### src/common/tcir_params.svh
// constants of the timer compare / infrared / interrupt block
// assumes an 8-bit special function register port on one system clock
// Function
// - modes 000, 010, 011 initialise output low
// - modes 001, 100 initialise output high
// - mode 101 clears at period, sets at compare
// - mode 110 sets at period, clears at compare
// - mode 011 set on up-match, clear down/zero
// - mode 100 clear on up-match, set down/zero
// - low-byte write or mode 7 initialises outputs
// - ir mode advances on carrier channel-1 output
// - ir output is glitch-free and of both
// - ir mode routes gated signal to pin
// - channel-1 compare applied only at zero
// - modulo period from channel 0, mark from 1
// - one vector shared by all timer events
// - source flags set regardless of masks
// - masked event sets cpu timer flag
// - clearing one flag re-raises if other masked flags pending
// - dma triggers for channels 0 to 2 only
// - high byte read returns latched value
// - modulo counts 0 to period and wraps
`ifndef TCIR_PARAMS_SVH
`define TCIR_PARAMS_SVH
// ----------------------------------------
// register offsets
// ----------------------------------------
`define TCIR_ADDR_STAT 8'haf
`define TCIR_ADDR_CNTL 8'he2
`define TCIR_ADDR_CNTH 8'he3
`define TCIR_ADDR_CTL 8'he4
`define TCIR_ADDR_CCTL0 8'he5
`define TCIR_ADDR_CC0L 8'hda
`define TCIR_ADDR_CC0H 8'hdb
`define TCIR_ADDR_INFRARED_CONTROL_REG 8'hd3
`define TCIR_ADDR_MASK 8'hd8
// ----------------------------------------
// fields and reset values
// ----------------------------------------
`define TCIR_CMP_LSB 3
`define TCIR_IM_BIT 6
`define TCIR_CCMODE_BIT 2
`define TCIR_OVF_BIT 5
`define TCIR_CCTL_RESET 8'h40
`define TCIR_CMP_INIT 3'h7
`define TCIR_CH_N 5
`endif

### src/common/tcir_pkg.sv
// types of the timer compare / infrared block
// assumes nothing beyond the header constants
package tcir_pkg;
  // counter operating modes
  typedef enum logic [1:0] {
    TCIR_STOP = 2'h0,
    TCIR_FREE = 2'h1,
    TCIR_MOD = 2'h2,
    TCIR_UPDN = 2'h3
  } tcir_mode_t;
  // counter direction in up/down mode
  typedef enum logic {TCIR_UP, TCIR_DOWN} tcir_dir_t;
endpackage : tcir_pkg

### src/common/tcir_cnt_if.sv
// counter state handed from the counter to the channels
// assumes one system clock for both ends
`timescale 1ns/1ps
interface tcir_cnt_if;
  logic [15:0] count; // live counter value
  logic [15:0] period; // active period value
  logic tick; // counter advance enable
  logic at_zero; // counter value is zero
  logic down; // counting down in up/down mode
  logic updn; // up/down mode selected
  logic init_all; // initialise all outputs
  modport cnt (output count, period, tick, at_zero, down, updn, init_all);
  modport chan (input count, period, tick, at_zero, down, updn, init_all);
endinterface : tcir_cnt_if

### src/core/tcir_channel.sv
// one compare channel: buffered compare value and output logic
// assumes counter state from the counter over the interface
`timescale 1ns/1ps
`include "tcir_params.svh"
module tcir_channel (
  input wire logic i_clock, // system clock
  input wire logic i_rst_b, // sync reset, active low
  input wire logic [2:0] i_cmp_mode, // compare mode field
  input wire logic i_cmp_en, // channel in compare mode
  input wire logic i_init, // initialise this output
  input wire logic [15:0] i_wr_value, // new compare value
  input wire logic i_wr, // compare value write
  output logic [15:0] o_active, // value in use
  output logic o_match, // one-cycle compare event
  output logic o_out, // compare output level
  tcir_cnt_if.chan cb // counter state in
);
  logic [15:0] shadow; // written but not yet applied
  logic pending; // shadow waiting for zero
  logic hit; // counter equals compare
  logic hit_per; // counter equals period
  // initial level per mode
  function automatic logic init_level(input logic [2:0] m);
    init_level = (m == 3'h1 || m == 3'h4 || m == 3'h6);
  endfunction : init_level
  assign hit = cb.tick && cb.count == o_active;
  assign hit_per = cb.tick && cb.count == cb.period;
  // ----------------------------------------
  // compare buffer, applied at zero
  // ----------------------------------------
  always_ff @(posedge i_clock) begin
    if (!i_rst_b) begin
      shadow <= 16'h0000;
      pending <= 1'b0;
      o_active <= 16'h0000;
    end else if (i_wr) begin
      shadow <= i_wr_value;
      pending <= 1'b1;
    end else if (pending && cb.at_zero) begin
      o_active <= shadow;
      pending <= 1'b0;
    end
  end
  // ----------------------------------------
  // compare event pulse
  // ----------------------------------------
  always_ff @(posedge i_clock) begin
    if (!i_rst_b) o_match <= 1'b0;
    else o_match <= hit & i_cmp_en;
  end
  // ----------------------------------------
  // output level per mode
  // ----------------------------------------
  always_ff @(posedge i_clock) begin
    if (!i_rst_b) begin
      o_out <= 1'b0;
    end else if (i_init || cb.init_all) begin
      o_out <= init_level(i_cmp_mode);
    end else if (i_cmp_en && cb.tick) begin
      unique case (i_cmp_mode)
        3'h0: if (hit) o_out <= 1'b1;
        3'h1: if (hit) o_out <= 1'b0;
        3'h2: if (hit) o_out <= !o_out;
        3'h3: begin
          if (hit) o_out <= !(cb.updn && cb.down);
          else if (!cb.updn && cb.at_zero) o_out <= 1'b0;
        end
        3'h4: begin
          if (hit) o_out <= cb.updn && cb.down;
          else if (!cb.updn && cb.at_zero) o_out <= 1'b1;
        end
        3'h5: begin
          if (hit_per) o_out <= 1'b0;
          else if (hit) o_out <= 1'b1;
        end
        3'h6: begin
          if (hit_per) o_out <= 1'b1;
          else if (hit) o_out <= 1'b0;
        end
        default: ;
      endcase
    end
  end
  // initialisation puts the mode's level out next cycle
  init_level_a: assert property (@(posedge i_clock) disable iff (!i_rst_b)
    i_init |=> o_out == init_level($past(i_cmp_mode)))
    else $error("output not initialised to mode level");
  // mode 101 clears on period match
  mode5_clr_a: assert property (@(posedge i_clock) disable iff (!i_rst_b)
    (i_cmp_en && i_cmp_mode == 3'h5 && hit_per && !i_init && !cb.init_all) |=> !o_out)
    else $error("mode 101 did not clear at period");
  // mode 110 sets on period match
  mode6_set_a: assert property (@(posedge i_clock) disable iff (!i_rst_b)
    (i_cmp_en && i_cmp_mode == 3'h6 && hit_per && !i_init && !cb.init_all) |=> o_out)
    else $error("mode 110 did not set at period");
  // buffered value waits for zero
  buf_hold_a: assert property (@(posedge i_clock) disable iff (!i_rst_b)
    (pending && !cb.at_zero && !i_wr) |=> $stable(o_active))
    else $error("compare value applied away from zero");
endmodule : tcir_channel

### src/core/tcir_counter.sv
// 16-bit counter with modes and overflow detection
// assumes tick enable and register writes arrive synchronous to i_clock
`timescale 1ns/1ps
`include "tcir_params.svh"
module tcir_counter (
  input wire logic i_clock, // system clock
  input wire logic i_rst_b, // sync reset, active low
  input wire logic i_adv, // advance enable
  input wire logic [1:0] i_mode, // counter mode
  input wire logic [15:0] i_period, // channel-0 period
  input wire logic i_clear, // low-byte write clears
  output logic o_ovf, // one-cycle terminal count
  tcir_cnt_if.cnt cb // counter state out
);
  logic [15:0] count; // counter value
  tcir_pkg::tcir_dir_t dir; // direction
  logic run; // counter enabled
  assign run = i_mode != 2'(tcir_pkg::TCIR_STOP);
  assign cb.count = count;
  assign cb.period = i_period;
  assign cb.tick = i_adv & run;
  assign cb.at_zero = count == 16'h0000;
  assign cb.down = dir == tcir_pkg::TCIR_DOWN;
  assign cb.updn = i_mode == 2'(tcir_pkg::TCIR_UPDN);
  assign cb.init_all = i_clear;
  // ----------------------------------------
  // count process
  // ----------------------------------------
  always_ff @(posedge i_clock) begin
    o_ovf <= 1'b0;
    if (!i_rst_b || i_clear) begin
      count <= 16'h0000;
      dir <= tcir_pkg::TCIR_UP;
    end else if (i_adv && run) begin
      unique case (i_mode)
        2'(tcir_pkg::TCIR_FREE): begin
          count <= count + 16'h0001;
          o_ovf <= count == 16'hffff;
        end
        2'(tcir_pkg::TCIR_MOD): begin
          // wrap at period; above it, run to terminal count
          if (count == i_period || count == 16'hffff) begin
            count <= 16'h0000;
            o_ovf <= count == 16'hffff;
          end else begin
            count <= count + 16'h0001;
          end
        end
        default: begin
          // up/down: turnaround at zero flags overflow
          if (dir == tcir_pkg::TCIR_UP) begin
            if (count >= i_period) begin
              dir <= tcir_pkg::TCIR_DOWN;
              count <= count - 16'h0001;
            end else begin
              count <= count + 16'h0001;
            end
          end else if (count == 16'h0001 || count == 16'h0000) begin
            count <= 16'h0000;
            dir <= tcir_pkg::TCIR_UP;
            o_ovf <= 1'b1;
          end else begin
            count <= count - 16'h0001;
          end
        end
      endcase
    end
  end
  // modulo wrap lands on zero one tick after the period
  mod_wrap_a: assert property (@(posedge i_clock) disable iff (!i_rst_b)
    (i_mode == 2'h2 && i_adv && !i_clear && count == i_period) |=> count == 16'h0000)
    else $error("modulo counter did not wrap at period");
endmodule : tcir_counter

### src/core/tcir_top.sv
// timer compare, infrared generation, interrupt and dma trigger block
// assumes an 8-bit sfr port (address, write strobe, read strobe) on i_clock,
// a prescaled tick and a carrier channel-1 output synchronous to i_clock
`timescale 1ns/1ps
`include "tcir_params.svh"
module tcir_top #(
  parameter int CH_N = `TCIR_CH_N // number of channels
) (
  input wire logic i_clock, // system clock, 20 MHz
  input wire logic i_rst_b, // sync reset, active low
  input wire logic [7:0] i_sfr_addr, // sfr address
  input wire logic [7:0] i_sfr_wdata, // sfr write data
  input wire logic i_sfr_wr, // sfr write strobe
  input wire logic i_sfr_rd, // sfr read strobe
  input wire logic i_tick, // prescaled system tick
  input wire logic i_carrier_out, // carrier timer channel-1 output
  input wire logic i_capture_evt0, // channel 0 capture event
  input wire logic i_capture_evt1, // channel 1 capture event
  input wire logic i_capture_evt2, // channel 2 capture event
  input wire logic i_capture_evt3, // channel 3 capture event
  input wire logic i_capture_evt4, // channel 4 capture event
  input wire logic i_timer_irq_enable, // cpu timer interrupt enable
  input wire logic i_global_irq_enable, // cpu global interrupt enable
  input wire logic i_cpu_flag_clear, // cpu clears its timer flag
  output logic [7:0] o_sfr_rdata, // sfr read data
  output logic [CH_N-1:0] o_chan_pin, // channel pins
  output logic o_cpu_timer_irq_flag, // cpu-level timer flag
  output logic o_irq_req, // interrupt request pulse
  output logic o_dma_trig_chan0, // dma trigger, channel 0
  output logic o_dma_trig_chan1, // dma trigger, channel 1
  output logic o_dma_trig_chan2 // dma trigger, channel 2
);
  // ----------------------------------------
  // registers
  // ----------------------------------------
  logic [7:0] counter_high_byte; // latched high byte
  logic [7:0] ctl; // mode bits
  logic [7:0] infrared_control_reg; // bit 0: ir generation enable
  logic [7:0] source_flag_status; // overflow and channel flags
  logic overflow_irq_mask; // overflow mask
  logic [7:0] cctl [CH_N]; // per-channel control
  logic [7:0] cc_low [CH_N]; // low byte write holding
  logic ir_generation_enable; // ir mode active
  logic carrier_q; // carrier output, last cycle
  logic adv; // counter advance
  logic ovf; // overflow pulse
  logic [CH_N-1:0] match; // compare events
  logic [CH_N-1:0] ch_out; // channel output levels
  logic [CH_N-1:0] evt; // channel events
  logic [15:0] active [CH_N]; // compare values in use
  logic [CH_N-1:0] cc_wr; // high byte writes
  logic [CH_N-1:0] ch_init; // mode-7 initialise
  logic [5:0] ev_all; // all source events
  logic [5:0] mask_all; // all masks
  logic [5:0] clr_bits; // bits cleared by write
  logic [5:0] next_status; // status after update
  logic flag_set; // sets cpu flag
  logic cnt_write; // low byte write
  logic [7:0] rd_mux; // read data mux
  tcir_cnt_if cb ();
  assign ir_generation_enable = infrared_control_reg[0];
  assign cnt_write = i_sfr_wr && i_sfr_addr == `TCIR_ADDR_CNTL;
  // carrier rising edge advances the timer in ir mode
  assign adv = ir_generation_enable ? (i_carrier_out && !carrier_q) : i_tick;
  // ----------------------------------------
  // counter
  // ----------------------------------------
  tcir_counter u_cnt (
    .i_clock(i_clock),
    .i_rst_b(i_rst_b),
    .i_adv(adv),
    .i_mode(ctl[1:0]),
    .i_period(active[0]),
    .i_clear(cnt_write),
    .o_ovf(ovf),
    .cb(cb)
  );
  // ----------------------------------------
  // channels
  // ----------------------------------------
  genvar g;
  generate
    for (g = 0; g < CH_N; g++) begin : g_ch
      // 0x7 initialises without storing
      assign ch_init[g] = i_sfr_wr && i_sfr_addr == `TCIR_ADDR_CCTL0 + 8'(g)
        && i_sfr_wdata[`TCIR_CMP_LSB+:3] == `TCIR_CMP_INIT;
      assign cc_wr[g] = i_sfr_wr && i_sfr_addr == `TCIR_ADDR_CC0H + 8'(2 * g);
      tcir_channel u_ch (
        .i_clock(i_clock),
        .i_rst_b(i_rst_b),
        .i_cmp_mode(cctl[g][`TCIR_CMP_LSB+:3]),
        .i_cmp_en(cctl[g][`TCIR_CCMODE_BIT]),
        .i_init(ch_init[g]),
        .i_wr_value({i_sfr_wdata, cc_low[g]}),
        .i_wr(cc_wr[g]),
        .o_active(active[g]),
        .o_match(match[g]),
        .o_out(ch_out[g]),
        .cb(cb)
      );
      // compare event only; capture is merged in at the source flags in capture mode
      assign evt[g] = match[g];
      always_ff @(posedge i_clock) begin
        if (!i_rst_b) begin
          cctl[g] <= `TCIR_CCTL_RESET;
          cc_low[g] <= 8'h00;
        end else if (i_sfr_wr) begin
          if (i_sfr_addr == `TCIR_ADDR_CCTL0 + 8'(g)) begin
            if (i_sfr_wdata[`TCIR_CMP_LSB+:3] == `TCIR_CMP_INIT)
              cctl[g] <= {i_sfr_wdata[7:6], cctl[g][5:3], i_sfr_wdata[2:0]};
            else
              cctl[g] <= i_sfr_wdata;
          end
          if (i_sfr_addr == `TCIR_ADDR_CC0L + 8'(2 * g)) cc_low[g] <= i_sfr_wdata;
        end
      end
      assign mask_all[g] = cctl[g][`TCIR_IM_BIT];
    end
  endgenerate
  // ----------------------------------------
  // control registers
  // ----------------------------------------
  always_ff @(posedge i_clock) begin
    if (!i_rst_b) begin
      ctl <= 8'h00;
      infrared_control_reg <= 8'h00;
      overflow_irq_mask <= 1'b1;
    end else if (i_sfr_wr) begin
      if (i_sfr_addr == `TCIR_ADDR_CTL) ctl <= {4'h0, i_sfr_wdata[3:0]};
      if (i_sfr_addr == `TCIR_ADDR_INFRARED_CONTROL_REG) infrared_control_reg <= {7'h00, i_sfr_wdata[0]};
      if (i_sfr_addr == `TCIR_ADDR_MASK) overflow_irq_mask <= i_sfr_wdata[0];
    end
  end
  // ----------------------------------------
  // source flags; set wins over clear
  // ----------------------------------------
  assign ev_all = {ovf, evt | {i_capture_evt4, i_capture_evt3, i_capture_evt2,
    i_capture_evt1, i_capture_evt0} & ~{cctl[4][2], cctl[3][2], cctl[2][2], cctl[1][2], cctl[0][2]}};
  assign mask_all[5] = overflow_irq_mask;
  assign clr_bits = (i_sfr_wr && i_sfr_addr == `TCIR_ADDR_STAT) ? ~i_sfr_wdata[5:0] : 6'h00;
  assign next_status = (source_flag_status[5:0] & ~clr_bits) | ev_all;
  // masked event, or a clear leaving another masked flag pending
  assign flag_set = |(ev_all & mask_all)
    || (|(clr_bits & source_flag_status[5:0]) && |(next_status & mask_all));
  always_ff @(posedge i_clock) begin
    if (!i_rst_b) source_flag_status <= 8'h00;
    else source_flag_status <= {2'h0, next_status};
  end
  always_ff @(posedge i_clock) begin
    if (!i_rst_b) o_cpu_timer_irq_flag <= 1'b0;
    else if (flag_set) o_cpu_timer_irq_flag <= 1'b1;
    else if (i_cpu_flag_clear) o_cpu_timer_irq_flag <= 1'b0;
  end
  // request on rising flag with both enables
  always_ff @(posedge i_clock) begin
    if (!i_rst_b) o_irq_req <= 1'b0;
    else o_irq_req <= flag_set && !o_cpu_timer_irq_flag
      && i_timer_irq_enable && i_global_irq_enable;
  end
  // ----------------------------------------
  // dma triggers, channels 0..2 only
  // ----------------------------------------
  always_ff @(posedge i_clock) begin
    if (!i_rst_b) begin
      o_dma_trig_chan0 <= 1'b0;
      o_dma_trig_chan1 <= 1'b0;
      o_dma_trig_chan2 <= 1'b0;
    end else begin
      o_dma_trig_chan0 <= match[0];
      o_dma_trig_chan1 <= match[1];
      o_dma_trig_chan2 <= match[2];
    end
  end
  // ----------------------------------------
  // pins and ir gating
  // ----------------------------------------
  // both sources sampled on one clock so the and has no glitch
  always_ff @(posedge i_clock) begin
    if (!i_rst_b) begin
      carrier_q <= 1'b0;
      o_chan_pin <= '0;
    end else begin
      carrier_q <= i_carrier_out;
      o_chan_pin <= ch_out;
      if (ir_generation_enable) o_chan_pin[1] <= ch_out[1] & i_carrier_out;
    end
  end
  // ----------------------------------------
  // counter read with high byte latch
  // ----------------------------------------
  always_ff @(posedge i_clock) begin
    if (!i_rst_b) counter_high_byte <= 8'h00;
    else if (i_sfr_rd && i_sfr_addr == `TCIR_ADDR_CNTL) counter_high_byte <= cb.count[15:8];
  end
  always_comb begin
    rd_mux = 8'h00;
    if (i_sfr_addr == `TCIR_ADDR_CNTL) rd_mux = cb.count[7:0];
    else if (i_sfr_addr == `TCIR_ADDR_CNTH) rd_mux = counter_high_byte;
    else if (i_sfr_addr == `TCIR_ADDR_CTL) rd_mux = ctl;
    else if (i_sfr_addr == `TCIR_ADDR_STAT) rd_mux = source_flag_status;
    else if (i_sfr_addr == `TCIR_ADDR_INFRARED_CONTROL_REG) rd_mux = infrared_control_reg;
    else if (i_sfr_addr == `TCIR_ADDR_MASK) rd_mux = {7'h00, overflow_irq_mask};
    else if (i_sfr_addr >= `TCIR_ADDR_CCTL0 && i_sfr_addr < `TCIR_ADDR_CCTL0 + 8'(CH_N))
      rd_mux = cctl[3'(i_sfr_addr - `TCIR_ADDR_CCTL0)];
  end
  always_ff @(posedge i_clock) begin
    if (!i_rst_b) o_sfr_rdata <= 8'h00;
    else if (i_sfr_rd) o_sfr_rdata <= rd_mux;
  end
  // ----------------------------------------
  // checks
  // ----------------------------------------
  ir_gate_a: assert property (@(posedge i_clock) disable iff (!i_rst_b)
    ir_generation_enable |=> o_chan_pin[1] == ($past(ch_out[1]) & $past(i_carrier_out)))
    else $error("ir pin is not the gated carrier");
  plain_pin_a: assert property (@(posedge i_clock) disable iff (!i_rst_b)
    !ir_generation_enable |=> o_chan_pin[1] == $past(ch_out[1]))
    else $error("channel-1 pin not the plain output");
  hi_latch_a: assert property (@(posedge i_clock) disable iff (!i_rst_b)
    (i_sfr_rd && i_sfr_addr == 8'he2) |=> counter_high_byte == $past(cb.count[15:8]))
    else $error("high byte not latched on low read");
  flag_sticky_a: assert property (@(posedge i_clock) disable iff (!i_rst_b)
    ev_all[5] |=> source_flag_status[5])
    else $error("overflow flag lost");
  cpu_flag_a: assert property (@(posedge i_clock) disable iff (!i_rst_b)
    (|(ev_all & mask_all)) |=> o_cpu_timer_irq_flag)
    else $error("masked event did not set cpu flag");
  irq_req_a: assert property (@(posedge i_clock) disable iff (!i_rst_b)
    o_irq_req |-> $rose(o_cpu_timer_irq_flag) && $past(i_global_irq_enable))
    else $error("request without flag rise or enable");
  dma_trig_a: assert property (@(posedge i_clock) disable iff (!i_rst_b)
    match[1] |=> o_dma_trig_chan1)
    else $error("channel-1 dma trigger missing");
  ir_adv_a: assert property (@(posedge i_clock) disable iff (!i_rst_b)
    (ir_generation_enable && i_tick && !(i_carrier_out && !carrier_q)) |-> !cb.tick)
    else $error("ir mode advanced on system tick");
endmodule : tcir_top
### config.mk
export PLATFORM = sky130hd
export DESIGN_NAME = tcir_top
export DESIGN_NICKNAME = d
export VERILOG_FILES = /design/src/common/tcir_pkg.sv /design/src/common/tcir_cnt_if.sv /design/src/core/tcir_channel.sv /design/src/core/tcir_counter.sv /design/src/core/tcir_top.sv
export VERILOG_INCLUDE_DIRS = /design/src /design/src/common
export SDC_FILE = /design/constraint.sdc
export NUM_CORES = 1
export LEC_CHECK = 0
export BUFFER_PORTS_ARGS = -buffer_cell sky130_fd_sc_hd__buf_2
export CAP_MARGIN = 20
export CORE_MARGIN = 2
export CORE_UTILIZATION = 55
export DETAILED_ROUTE_END_ITERATION = 7
export GPL_TIMING_DRIVEN = 0
export PLACE_DENSITY_LB_ADDON = 0.05
export SYNTH_ARGS = -nofsm -noshare
export SYNTH_HDL_FRONTEND = slang
export SYNTH_SLANG_ARGS = --single-unit
### constraint.sdc
create_clock -name i_clock -period 3.8 [get_ports i_clock]
set_input_delay 0.57 -clock i_clock [delete_from_list [all_inputs] [get_ports i_clock]]
set_output_delay 0.57 -clock i_clock [all_outputs]
set_load 0.01 [all_outputs]
Word level (Yosys, flattened, before mapping)
Memory sizes are Yosys's and may differ from the RTL's. A register that Yosys moved wholly into a read port is not among the register bits.
Index checks and enable logic that the tools add are counted.

storage, ports and cells
  register bits = 234
  bits in writable memories = 80
  bits of input ports = 30
  output and inout port bits = 18
  logic and storage cells = 448
  memories = 2

memories
  name    words  width  read ports  clocked after memory_dff  write ports  RTL line        text
  cc_low  5      8      5           5                         5            tcir_top.sv:42  logic [7:0] cc_low [CH_N];
  cctl    5      8      6           0                         5            tcir_top.sv:41  logic [7:0] cctl [CH_N];

cells by class
  add/sub/neg operators = 3
  magnitude comparators = 3
  eq/ne operators = 77
  muxes and demuxes = 162
  bitwise gates (word level) = 39
  reductions and logical operators = 120

operators by type and width
  operator                 count
  $mux W8                  22
  $eq A8 B8 Y1 const B     19
  $mux W1                  128
  $eq A16 B16 Y1           5
  $mux W16                 4
  $eq A3 B3 Y1 const B     16
  $logic_and A1 B1 Y1      42
  $ne A4 B2 Y1 const B     9
  $pmux W16 S2             1
  $reduce_bool A8 Y1       4
  $eq A3 B2 Y1 const B     10
  $pmux W1 S7              4
  $and A6 B6 Y6            4
  $reduce_bool A2 Y1       12
  $ne A3 B1 Y1 const B     7
  $reduce_and A5 Y1        4
  $logic_or A1 B1 Y1       19
  $reduce_and A2 Y1        9
  $reduce_or A6 Y1         3
  $add A16 B1 Y16 const B  1
  $eq A16 B1 Y1 const B    1
  $eq A16 B16 Y1 const B   1
  $ge A16 B16 Y1           1
  $logic_not A16 Y1        1
  24 further kinds         77

Logic depth before layout (Yosys ltp)
Gate-level depths: netlist (run 1).

  word-level depth = 13
  depth in mapped cells = 12
  mapped depth without buffers = 9

By module
A second synthesis (run 1) with hierarchy kept.

unflattened totals
  cell total of the unflattened synthesis = 1853
  area, all modules = 16872.4 um^2

modules (own cells, without submodules)
  module        times used  cells an instance  area an instance (um^2)  sequential area each (um^2)
  tcir_channel  5           207                1836.8                   700.7
  tcir_top      1           517                5432.7                   3183.1
  tcir_counter  1           301                2255.9                   360.3

Least setup slack after synthesis (run 1)
No wires, ideal clock.

  path type = input to register
  start point = in i_sfr_addr[0]
  end point = reg o_sfr_rdata[7]
  library setup time = 0.128 ns
  arrival = 2.866 ns
  required time = 3.672 ns
  slack = 0.807 ns
  stages = 10
  buffers on the path = 2
  cells stage by stage = clkbuf_1 inv_1 ha_1 clkbuf_1 xor2_1 mux2_2 a32oi_1 a21oi_1 mux2i_1 nor2_1

on the way
  word-level cells in the longest chain between the ends = 9
  elaborated cells between the ends (all ways) = 18
  those cells by class = add/sub: 1; order compare: 2; eq/ne: 6; mux: 7; reduce/logical: 1; memory: 1

ends and longest elaborated chain
  item                                                         RTL line         text
  start, declared                                              tcir_top.sv:11   input wire logic [7:0] i_sfr_addr,
  $sub A3 B3 Y3 (no source line) (tied with other cells)       n/a
  $mem_v2 Z5 W8 / $logic_and A1 B1 Y1 (equally long branches)  n/a
  $mux W8                                                      tcir_top.sv:203  else if (i_sfr_addr >= `TCIR_ADDR_CCTL0 && i_sfr_addr < `TCIR_ADDR_CCTL0 + 8'(CH_N))
  $mux W8                                                      tcir_top.sv:202  else if (i_sfr_addr == `TCIR_ADDR_MASK) rd_mux = {7'h00, overflow_irq_mask};
  $mux W8                                                      tcir_top.sv:201  else if (i_sfr_addr == `TCIR_ADDR_INFRARED_CONTROL_REG) rd_mux = infrared_control_reg;
  $mux W8                                                      tcir_top.sv:200  else if (i_sfr_addr == `TCIR_ADDR_STAT) rd_mux = source_flag_status;
  $mux W8                                                      tcir_top.sv:199  else if (i_sfr_addr == `TCIR_ADDR_CTL) rd_mux = ctl;
  $mux W8                                                      tcir_top.sv:198  else if (i_sfr_addr == `TCIR_ADDR_CNTH) rd_mux = counter_high_byte;
  $mux W8 *                                                    tcir_top.sv:197  if (i_sfr_addr == `TCIR_ADDR_CNTL) rd_mux = cb.count[7:0];
  end signal, assigned                                         tcir_top.sv:208  else if (i_sfr_rd) o_sfr_rdata <= rd_mux;
  end, declared                                                tcir_top.sv:25   output logic [7:0] o_sfr_rdata,

Every way passes the cells marked *; elsewhere a longest branch is shown, timed or not.
A chain may end at the register's enable or synchronous reset.

Worst setup path after layout (run 1)
  start point = reg u_cnt.count[0] (netlist: u_cnt.cb.count[0])
  end point = reg u_cnt.count[10] (netlist: u_cnt.cb.count[10])

on the way
  word-level cells in the longest chain between the ends = 5
  elaborated cells between the ends (all ways) = 14
  those cells by class = add/sub: 2; order compare: 1; eq/ne: 3; mux: 5; reduce/logical: 3

ends and longest elaborated chain
  item                                                                     RTL line            text
  start, declared                                                          tcir_counter.sv:15  logic [15:0] count;
  start signal, assigned                                                   tcir_counter.sv:37  count <= count + 16'h0001;
  start signal, assigned                                                   tcir_counter.sv:46  count <= count + 16'h0001;
  start signal, assigned                                                   tcir_counter.sv:54  count <= count - 16'h0001;
  parallel branches: the longest is 4 deep, another holds $add A16 B1 Y16  n/a
  $pmux W16 S2 *                                                           tcir_counter.sv:35  unique case (i_mode)

Mark *: on every way between the ends.

==> impl_metrics.xml, run 1 <==
<?xml version="1.0" encoding="UTF-8"?>
<metrics>
  <group name="critical_path">
    <metric name="worstReg2RegStart" unit="">u_cnt.cb.count[0]</metric>
    <metric name="critPathKind" unit="">flop to flop</metric>
    <metric name="setup.worst_path.start_class" unit="">flop</metric>
    <metric name="worst-r2r-setup-slack" unit="ps">50</metric>
    <metric name="timing.critical_path.fanout_max" unit="">10</metric>
    <metric name="worst_ep_arrival_time" unit="ps">4140</metric>
    <metric name="cp_cell_sequence" unit="">clkbuf_2, inv_1, ha_1, nand4_1, nor4_4, nor4_1, a21oi_2, o21ai_1, a22o_1, a221o_1</metric>
    <metric name="crit_path_start" unit="">u_cnt.cb.count[0]</metric>
    <metric name="required" unit="ps">4200</metric>
    <metric name="crit_path_top_delay_cell" unit="">nor4_4</metric>
    <metric name="critPathCaptureType" unit="">flop</metric>
    <metric name="cpPeakStageDelay" unit="ps">490</metric>
  </group>
  <group name="grt">
    <metric name="grt_first_pass_wirelength" unit="mm">77.4</metric>
    <metric name="antenna_violations_before_repair" unit="">0</metric>
    <metric name="globalRouteTotalUtil" unit="%">36.3</metric>
    <metric name="maximum_number_of_pins_on_one_net_before_global_route_repair" unit="">18</metric>
    <metric name="grt.overflow.total" unit="">0</metric>
    <metric name="first_global_vias" unit="">12723</metric>
  </group>
  <group name="timing">
    <metric name="timing_hold_violations_final" unit="">0</metric>
    <metric name="rsz0062_at_grt" unit="">no</metric>
    <metric name="worst_slew_slack_as_a_fraction_of_its_limit" unit="%">21.1</metric>
    <metric name="report.final.slew_viol_count" unit="">0</metric>
    <metric name="finalWorstPathRequiredPeriod" unit="ps">3750</metric>
    <metric name="upper_clock_frequency_limit" unit="MHz">267</metric>
    <metric name="tightest_slew" unit="ps">1170</metric>
    <metric name="fin_skew" unit="ps">20.3</metric>
    <metric name="holdWs" unit="ps">262</metric>
    <metric name="final.period_utilization" unit="%">98.6</metric>
    <metric name="setup_violations" unit="">0</metric>
    <metric name="timing.setup.tns" unit="ps">0</metric>
  </group>
  <group name="clocking">
    <metric name="tritoncts" unit="">yes</metric>
    <metric name="tritoncts.num_buffers" unit="">35</metric>
    <metric name="cts.path.max_buffers" unit="">3</metric>
    <metric name="cts_root_buf" unit="">clkbuf_16</metric>
    <metric name="cts_num_sinks" unit="">312</metric>
    <metric name="post_cts_hold_buffer_count" unit="">0</metric>
    <metric name="cts.clk_slew.worst_paths" unit="ps">60</metric>
    <metric name="cts_h_tree_depth" unit="">2</metric>
    <metric name="clk_latency" unit="ps">530</metric>
  </group>
  <group name="logic_synthesis">
    <metric name="synth_area_leaders" unit="">dfxtp_1 31%, edfxtp_1 16%, nand2_1 10%</metric>
    <metric name="postSynthNetCount" unit="">1843</metric>
    <metric name="fraction_of_synthesized_cell_area_taken_by_the_top_area_cell_type" unit="%">31.0</metric>
    <metric name="post_synth_inst_count" unit="">1786</metric>
    <metric name="synth_enable_flop_cells" unit="">80</metric>
    <metric name="post_synth_mux_area_share" unit="%">2.71</metric>
    <metric name="compound_gate_portion_of_the_synthesized_area" unit="%">16.3</metric>
    <metric name="synthesis.area" unit="mm2">0.0150</metric>
    <metric name="combinational_family_with_the_most_area_after_synthesis" unit="">simple AND/OR/NAND/NOR gates</metric>
    <metric name="synth-seq-area-share" unit="%">47.0</metric>
    <metric name="synth_commonest_cells" unit="">405 x nand2_1, 232 x dfxtp_1, 228 x a21oi_1, 138 x nor2_1, 105 x clkbuf_1</metric>
    <metric name="synth_xor_xnor_area_share" unit="%">4.21</metric>
    <metric name="yosysWarnings" unit="">0</metric>
    <metric name="post_synth_and_or_nand_nor_area_fraction" unit="%">22.7</metric>
    <metric name="synth-adder-area-share" unit="%">2.26</metric>
    <metric name="synth_top_flop_cell" unit="">dfxtp_1</metric>
    <metric name="synthDistinctLibCells" unit="">79</metric>
    <metric name="synth-async-reset-ratio" unit="%">0</metric>
    <metric name="synth-seq-cells" unit="">312</metric>
    <metric name="synthesis.area_per_instance" unit="um2">8.39</metric>
    <metric name="synth.most_common_cell" unit="">nand2_1</metric>
    <metric name="post-synth-top-area-cell" unit="">dfxtp_1</metric>
  </group>
  <group name="place">
    <metric name="placedCellCount" unit="">2172</metric>
    <metric name="portBuffers" unit="">43</metric>
    <metric name="gpl.final_weighted_congestion" unit="">0.978</metric>
    <metric name="placed_wire_length_estimate" unit="mm">36.6</metric>
    <metric name="post_dp_cell_area" unit="mm2">0.0156</metric>
  </group>
  <group name="floorplan">
    <metric name="fp.dieW" unit="um">169</metric>
    <metric name="io_pins" unit="">48</metric>
    <metric name="std_cell_rows" unit="">60</metric>
    <metric name="initial_utilization" unit="%">55.7</metric>
    <metric name="dieArea" unit="mm2">0.0286</metric>
    <metric name="die_h" unit="um">169</metric>
    <metric name="core_area" unit="mm2">0.0269</metric>
  </group>
  <group name="routing">
    <metric name="drtAntennaViolNets" unit="">0</metric>
    <metric name="firstDrtPassIters" unit="">6</metric>
    <metric name="detailedRoute.firstIterationViolations" unit="">1839</metric>
    <metric name="remaining_drc_errors" unit="">0</metric>
    <metric name="post_drt_wl_per_cell" unit="um">23.3</metric>
    <metric name="drt_wl_total" unit="mm">52.1</metric>
    <metric name="avgViaCountPerCell" unit="">6.23</metric>
    <metric name="dr_total_vias" unit="">13941</metric>
  </group>
  <group name="layout">
    <metric name="layout_top_registers" unit="">g_ch.u_ch.o_active: 80 flops, g_ch.u_ch.shadow: 80 flops</metric>
    <metric name="layoutNonFillerInstCount" unit="">2239</metric>
    <metric name="num_antenna_cells" unit="">0</metric>
    <metric name="drive_above_1_share" unit="%">7.90</metric>
    <metric name="final_nets" unit="">1928</metric>
    <metric name="finish.instance_area" unit="mm2">0.0168</metric>
    <metric name="area_delta_synth_final" unit="%">12.2</metric>
  </group>
  <group name="run">
    <metric name="cap_violations" unit="">0</metric>
  </group>
  <group name="hold_path">
    <metric name="hold_path_startpoint" unit="">i_timer_irq_enable</metric>
    <metric name="hold_class" unit="">primary input to flop</metric>
  </group>
  <group name="outcome">
    <metric name="outcome" unit="">finished, final reports clean</metric>
  </group>
  <group name="pwr">
    <metric name="cellPowerDensity" unit="mW/mm2">426</metric>
    <metric name="power_frac_clock" unit="%">46.0</metric>
    <metric name="sw_frac_of_total" unit="%">24.4</metric>
    <metric name="power.combinational.fraction" unit="%">5.4</metric>
    <metric name="p_sw" unit="mW">1.75</metric>
    <metric name="total_power" unit="mW">7.17</metric>
    <metric name="internal_power" unit="mW">5.42</metric>
    <metric name="p_leak" unit="nW">6.39</metric>
    <metric name="pwr-share-seq" unit="%">48.6</metric>
    <metric name="max-vdd-ir-drop" unit="mV">0.399</metric>
  </group>
</metrics>
metrics by stage:
step | utilization, % | worst slack (ps)
2_1_floorplan | - | 807
5_1_grt | 62.5 | 43.4
3_5_place_dp | 58.2 | -677
3_3_place_gp | 58.1 | -728
4_1_cts | 62.4 | 76.0
6_report | 62.5 | 54.2
worst paths after layout:
check	end	depth (start not counted)
worst max-delay path	u_cnt.cb.count[10]	10
worst min-delay path	o_irq_req	3
worst max register to register	u_cnt.cb.count[10]	10
worst min register to register	g_ch[3].u_ch.o_active[3]	2
worst max-delay path: cells and delay by family (launching register included):
family | cells | cell delay, ps
adder cells (fa/ha/maj) | 1 | 350
AND/OR/NAND/NOR | 3 | 780
buffers and inverters | 2 | 700
AO/OA/AOI/OAI | 4 | 1310
flip-flops | 1 | 480
kinds of logic after synthesis:
| family | Yosys count |
|---|---|
| buffers and inverters | 182 |
| multiplexers | 30 |
| AND/OR/NAND/NOR | 759 |
| AO/OA/AOI/OAI | 404 |
| flip-flops | 312 |
| adder cells (fa/ha/maj) | 27 |
| XOR/XNOR | 72 |
timing repair:
action                     4_1_cts  5_1_grt
gates cloned                     0        0
setup endpoints to repair       20        4
gates resized for setup          3        3
buffers inserted                 0        2
pin swaps                        0        1
layout by cell type, fill, tap and decap left out, drive strengths merged, types with 5 or more instances in the layout:
master and count:
a2111oi 5, nor2b 13, nand4 16, a221oi 7, nand2 406, o21ai 37
mux2i 17, nor3 26, a22oi 8, nor4 32, edfxtp 80, or4 6
dfxtp 232, and2 20, xor2 68, ha 27, a21oi 230, o41ai 5
inv 56, a211oi 8, o22ai 9, clkbuf 154, or3 10, a31oi 16
clkinv 13, o211ai 14, buf 69, and3 16, nand3 42, nor2 138
mux4 8, nand2b 14, a21o 6, mux2 5, o21a 7
cell type report:
type                            count  area [um2]
Timing Repair Buffer               49         264
Sequential cell                   312        7050
Buffer                            125         507
Multi-Input combinational cell   1292        7230
Fill cell                        2469       10100
Inverter                           56         210
Clock buffer                       49        1000
Clock inverter                     15         118
Tap cell                          341         427
power groups by stage:
stage,Sequential [mW],Combinational (mW),Clock [mW]
after global placement,3.56,0.368,0
after floorplan,3.54,0.215,0
after CTS,3.48,0.372,3.30
final,3.49,0.389,3.29
after detailed placement,3.56,0.370,0
after global routing,3.49,0.406,3.42
per-layer routing:
metal	part of all wire [%]	track usage (%)
met1	42	52.0
met2	42	53.8
met3	11	6.71
met4	4.6	16.0
met5	0	0
Power figures use the tool's default switching activity.
==> run 2: changes to the inputs <==
--- a/config.mk
+++ b/config.mk
@@ -6,13 +6,13 @@
 export SDC_FILE = /design/constraint.sdc
 export NUM_CORES = 1
 export LEC_CHECK = 0
-export BUFFER_PORTS_ARGS = -buffer_cell sky130_fd_sc_hd__buf_2
 export CAP_MARGIN = 20
 export CORE_MARGIN = 2
 export CORE_UTILIZATION = 55
 export DETAILED_ROUTE_END_ITERATION = 7
+export DONT_BUFFER_PORTS = 1
 export GPL_TIMING_DRIVEN = 0
-export PLACE_DENSITY_LB_ADDON = 0.05
+export PLACE_DENSITY = 0.79
 export SYNTH_ARGS = -nofsm -noshare
 export SYNTH_HDL_FRONTEND = slang
 export SYNTH_SLANG_ARGS = --single-unit
==> run 2 against run 1 <==
Compared with the run above:
- non-clock buffer count down 42
- global-route usage shrank 2.0 points
- via count increased by 0.11%
- maximum frequency is 1.1% higher
- clock power is 8.2% higher
- final area decreased by 0.72%
- utilization decreased by 0.45 points
- register-to-register slack gained 40 ps
- worst hold slack got worse by 110 ps
- final cell count down 1.9%
- routed wire length decreased by 4.0%
- combinational power down 7.5%
==> impl_metrics.xml, run 2 (synthesis gave the netlist of run 1 again) <==
<?xml version="1.0" encoding="UTF-8"?>
<metrics>
  <group name="outcome">
    <metric name="outcome" unit="">finished, final reports clean</metric>
  </group>
  <group name="routing">
    <metric name="dr_total_vias" unit="">13957</metric>
    <metric name="drt_wl_total" unit="mm">50.0</metric>
    <metric name="post_drt_wl_per_cell" unit="um">22.8</metric>
    <metric name="detailedRoute.firstIterationViolations" unit="">1836</metric>
    <metric name="firstDrtPassIters" unit="">8</metric>
    <metric name="drtAntennaViolNets" unit="">0</metric>
    <metric name="avgViaCountPerCell" unit="">6.36</metric>
    <metric name="remaining_drc_errors" unit="">0</metric>
  </group>
  <group name="layout">
    <metric name="final_nets" unit="">1886</metric>
    <metric name="layout_top_registers" unit="">g_ch.u_ch.o_active: 80 flops, g_ch.u_ch.shadow: 80 flops</metric>
    <metric name="layout.area.seq" unit="mm2">0.00705</metric>
    <metric name="filler_cell_count" unit="">2311</metric>
    <metric name="layout_commonest_cell" unit="">nand2_1</metric>
    <metric name="area_delta_synth_final" unit="%">11.4</metric>
    <metric name="num_antenna_cells" unit="">0</metric>
    <metric name="drive_above_1_share" unit="%">5.93</metric>
    <metric name="most_used_cells_in_the_layout_excluding_fill_and_tap_cells" unit="">405 x nand2_1, 232 x dfxtp_1, 227 x a21oi_1</metric>
    <metric name="layoutNonFillerInstCount" unit="">2196</metric>
    <metric name="multiInputGateArea" unit="mm2">0.00723</metric>
  </group>
  <group name="place">
    <metric name="placedCellCount" unit="">2129</metric>
    <metric name="portBuffers" unit="">0</metric>
    <metric name="placed_wire_length_estimate" unit="mm">35.0</metric>
    <metric name="gpl.final_weighted_congestion" unit="">1.00</metric>
  </group>
  <group name="clocking">
    <metric name="clk_latency" unit="ps">530</metric>
    <metric name="cts_num_sinks" unit="">312</metric>
    <metric name="cts_root_buf" unit="">clkbuf_16</metric>
    <metric name="cts.path.max_buffers" unit="">3</metric>
    <metric name="tritoncts.num_buffers" unit="">35</metric>
    <metric name="cts_h_tree_depth" unit="">2</metric>
    <metric name="cts_post_setup_buffers_inserted" unit="">0</metric>
    <metric name="cts.clk_slew.worst_paths" unit="ps">60</metric>
    <metric name="tritoncts" unit="">yes</metric>
  </group>
  <group name="pwr">
    <metric name="p_sw" unit="mW">1.69</metric>
    <metric name="power.combinational.fraction" unit="%">4.9</metric>
    <metric name="sw_frac_of_total" unit="%">22.8</metric>
    <metric name="p_leak" unit="nW">6.25</metric>
    <metric name="max-vdd-ir-drop" unit="mV">0.469</metric>
    <metric name="pwr-share-seq" unit="%">47.1</metric>
    <metric name="cellPowerDensity" unit="mW/mm2">444</metric>
    <metric name="internal_power" unit="mW">5.72</metric>
    <metric name="power_frac_clock" unit="%">48.1</metric>
  </group>
  <group name="run">
    <metric name="cap_violations" unit="">0</metric>
  </group>
  <group name="critical_path">
    <metric name="setup.worst_path.start_class" unit="">flop</metric>
    <metric name="cp_cell_sequence" unit="">clkbuf_1, inv_1, ha_1, nor4b_4, and4b_1, buf_2, buf_6, a311oi_1, a31oi_1, o2111a_1, o311ai_1, a31oi_1</metric>
    <metric name="cpPeakStageDelay" unit="ps">690</metric>
    <metric name="required" unit="ps">4200</metric>
    <metric name="critPathCaptureType" unit="">flop</metric>
    <metric name="timing.critical_path.buf_inv" unit="">4</metric>
    <metric name="worst_path_dominant_cell_family" unit="">buffers and inverters</metric>
    <metric name="timing.critical_path.fanout_max" unit="">10</metric>
    <metric name="critical_path_s_most_frequent_cell" unit="">a31oi_1</metric>
    <metric name="crit_path_top_delay_cell" unit="">clkbuf_1</metric>
    <metric name="worst_ep_arrival_time" unit="ps">4100</metric>
    <metric name="critPathKind" unit="">flop to flop</metric>
  </group>
  <group name="timing">
    <metric name="report.final.slew_viol_count" unit="">0</metric>
    <metric name="worst_slew_slack_as_a_fraction_of_its_limit" unit="%">23.5</metric>
    <metric name="final.period_utilization" unit="%">97.5</metric>
    <metric name="timing.setup.tns" unit="ps">0</metric>
    <metric name="tightest_slew" unit="ps">1150</metric>
    <metric name="upper_clock_frequency_limit" unit="MHz">270</metric>
    <metric name="fin_skew" unit="ps">27.4</metric>
    <metric name="finalWorstPathRequiredPeriod" unit="ps">3710</metric>
    <metric name="timing_hold_violations_final" unit="">0</metric>
    <metric name="setup_violations" unit="">0</metric>
    <metric name="rsz0062_at_grt" unit="">no</metric>
  </group>
  <group name="grt">
    <metric name="first_global_vias" unit="">12992</metric>
    <metric name="globalRouteTotalUtil" unit="%">34.3</metric>
    <metric name="maximum_number_of_pins_on_one_net_before_global_route_repair" unit="">18</metric>
    <metric name="grt_first_pass_wirelength" unit="mm">74.2</metric>
    <metric name="antenna_violations_before_repair" unit="">2</metric>
    <metric name="grt.overflow.total" unit="">0</metric>
  </group>
  <group name="floorplan">
    <metric name="initial_utilization" unit="%">55.7</metric>
    <metric name="std_cell_rows" unit="">60</metric>
    <metric name="io_pins" unit="">48</metric>
    <metric name="dieArea" unit="mm2">0.0286</metric>
    <metric name="fp.dieW" unit="um">169</metric>
    <metric name="core_area" unit="mm2">0.0269</metric>
    <metric name="die_h" unit="um">169</metric>
  </group>
  <group name="hold_path">
    <metric name="hold_class" unit="">primary input to flop</metric>
  </group>
</metrics>
run 2: power by group through the flow:
stage	sequential, mW	clock (mW)	combinational (mW)
after floorplan	3.54	0	0.215
after global placement	3.55	0	0.330
after detailed placement	3.56	0	0.336
after CTS	3.48	3.56	0.338
after global routing	3.49	3.69	0.371
final	3.49	3.56	0.360
run 2: path summary, 6_finish.rpt:
kind / cells past startpoint / end / slack, ps / from
worst min register to register: 2 / g_ch[1].u_ch.o_active[5] / 450 / g_ch[1].u_ch.shadow[5]
worst max-delay path: 12 / g_ch[1].u_ch.o_out / 90 / u_cnt.cb.count[1]
worst max register to register: 12 / g_ch[1].u_ch.o_out / 90 / u_cnt.cb.count[1]
worst min-delay path: 2 / o_irq_req / 150 / i_timer_irq_enable
run 2: per-stage QoR:
| step | hold WS [ps] | power, mW | setup WS, ps | cell area [um2] | util (%) |
|---|---|---|---|---|---|
| 2_1_floorplan | 431 | 3.76 | 807 | 15000 | - |
| 3_3_place_gp | 438 | 3.88 | -355 | 15400 | 57.3 |
| 3_5_place_dp | 442 | 3.89 | -399 | 15400 | 57.4 |
| 4_1_cts | 150 | 7.38 | 165 | 16600 | 61.9 |
| 5_1_grt | 173 | 7.55 | 38.7 | 16700 | 62.1 |
| 6_report | 150 | 7.40 | 94.2 | 16700 | 62.1 |
run 2: area by class of cell:
| type | instances | area share, % |
|---|---|---|
| Multi-Input combinational cell | 1292 | 43.4 |
| Timing Repair Buffer | 6 | 0.285 |
| Buffer | 126 | 3.06 |
| Sequential cell | 312 | 42.2 |
| Tap cell | 341 | 2.56 |
| Inverter | 56 | 1.26 |
| Clock buffer | 47 | 5.89 |
| Clock inverter | 16 | 1.36 |
run 2: routing by layer:
| layer | routed length [um] | GRT usage [%] | part of all wire (%) | vias to the layer above |
|---|---|---|---|---|
| li1 | - | - | - | 6302 |
| met1 | 18700 | 44.4 | 38 | 6535 |
| met2 | 21500 | 52.6 | 43 | 921 |
| met3 | 6710 | 9.17 | 13 | 195 |
| met4 | 2990 | 18.8 | 6.0 | 4 |
| met5 | 73 | 0 | 0.15 | - |
run 2: repair_timing:
action | 4_1_cts | 5_1_grt
endpoints found under the setup margin | 19 | 4
hold buffers | 0 | 0
gates resized for setup | 2 | 4
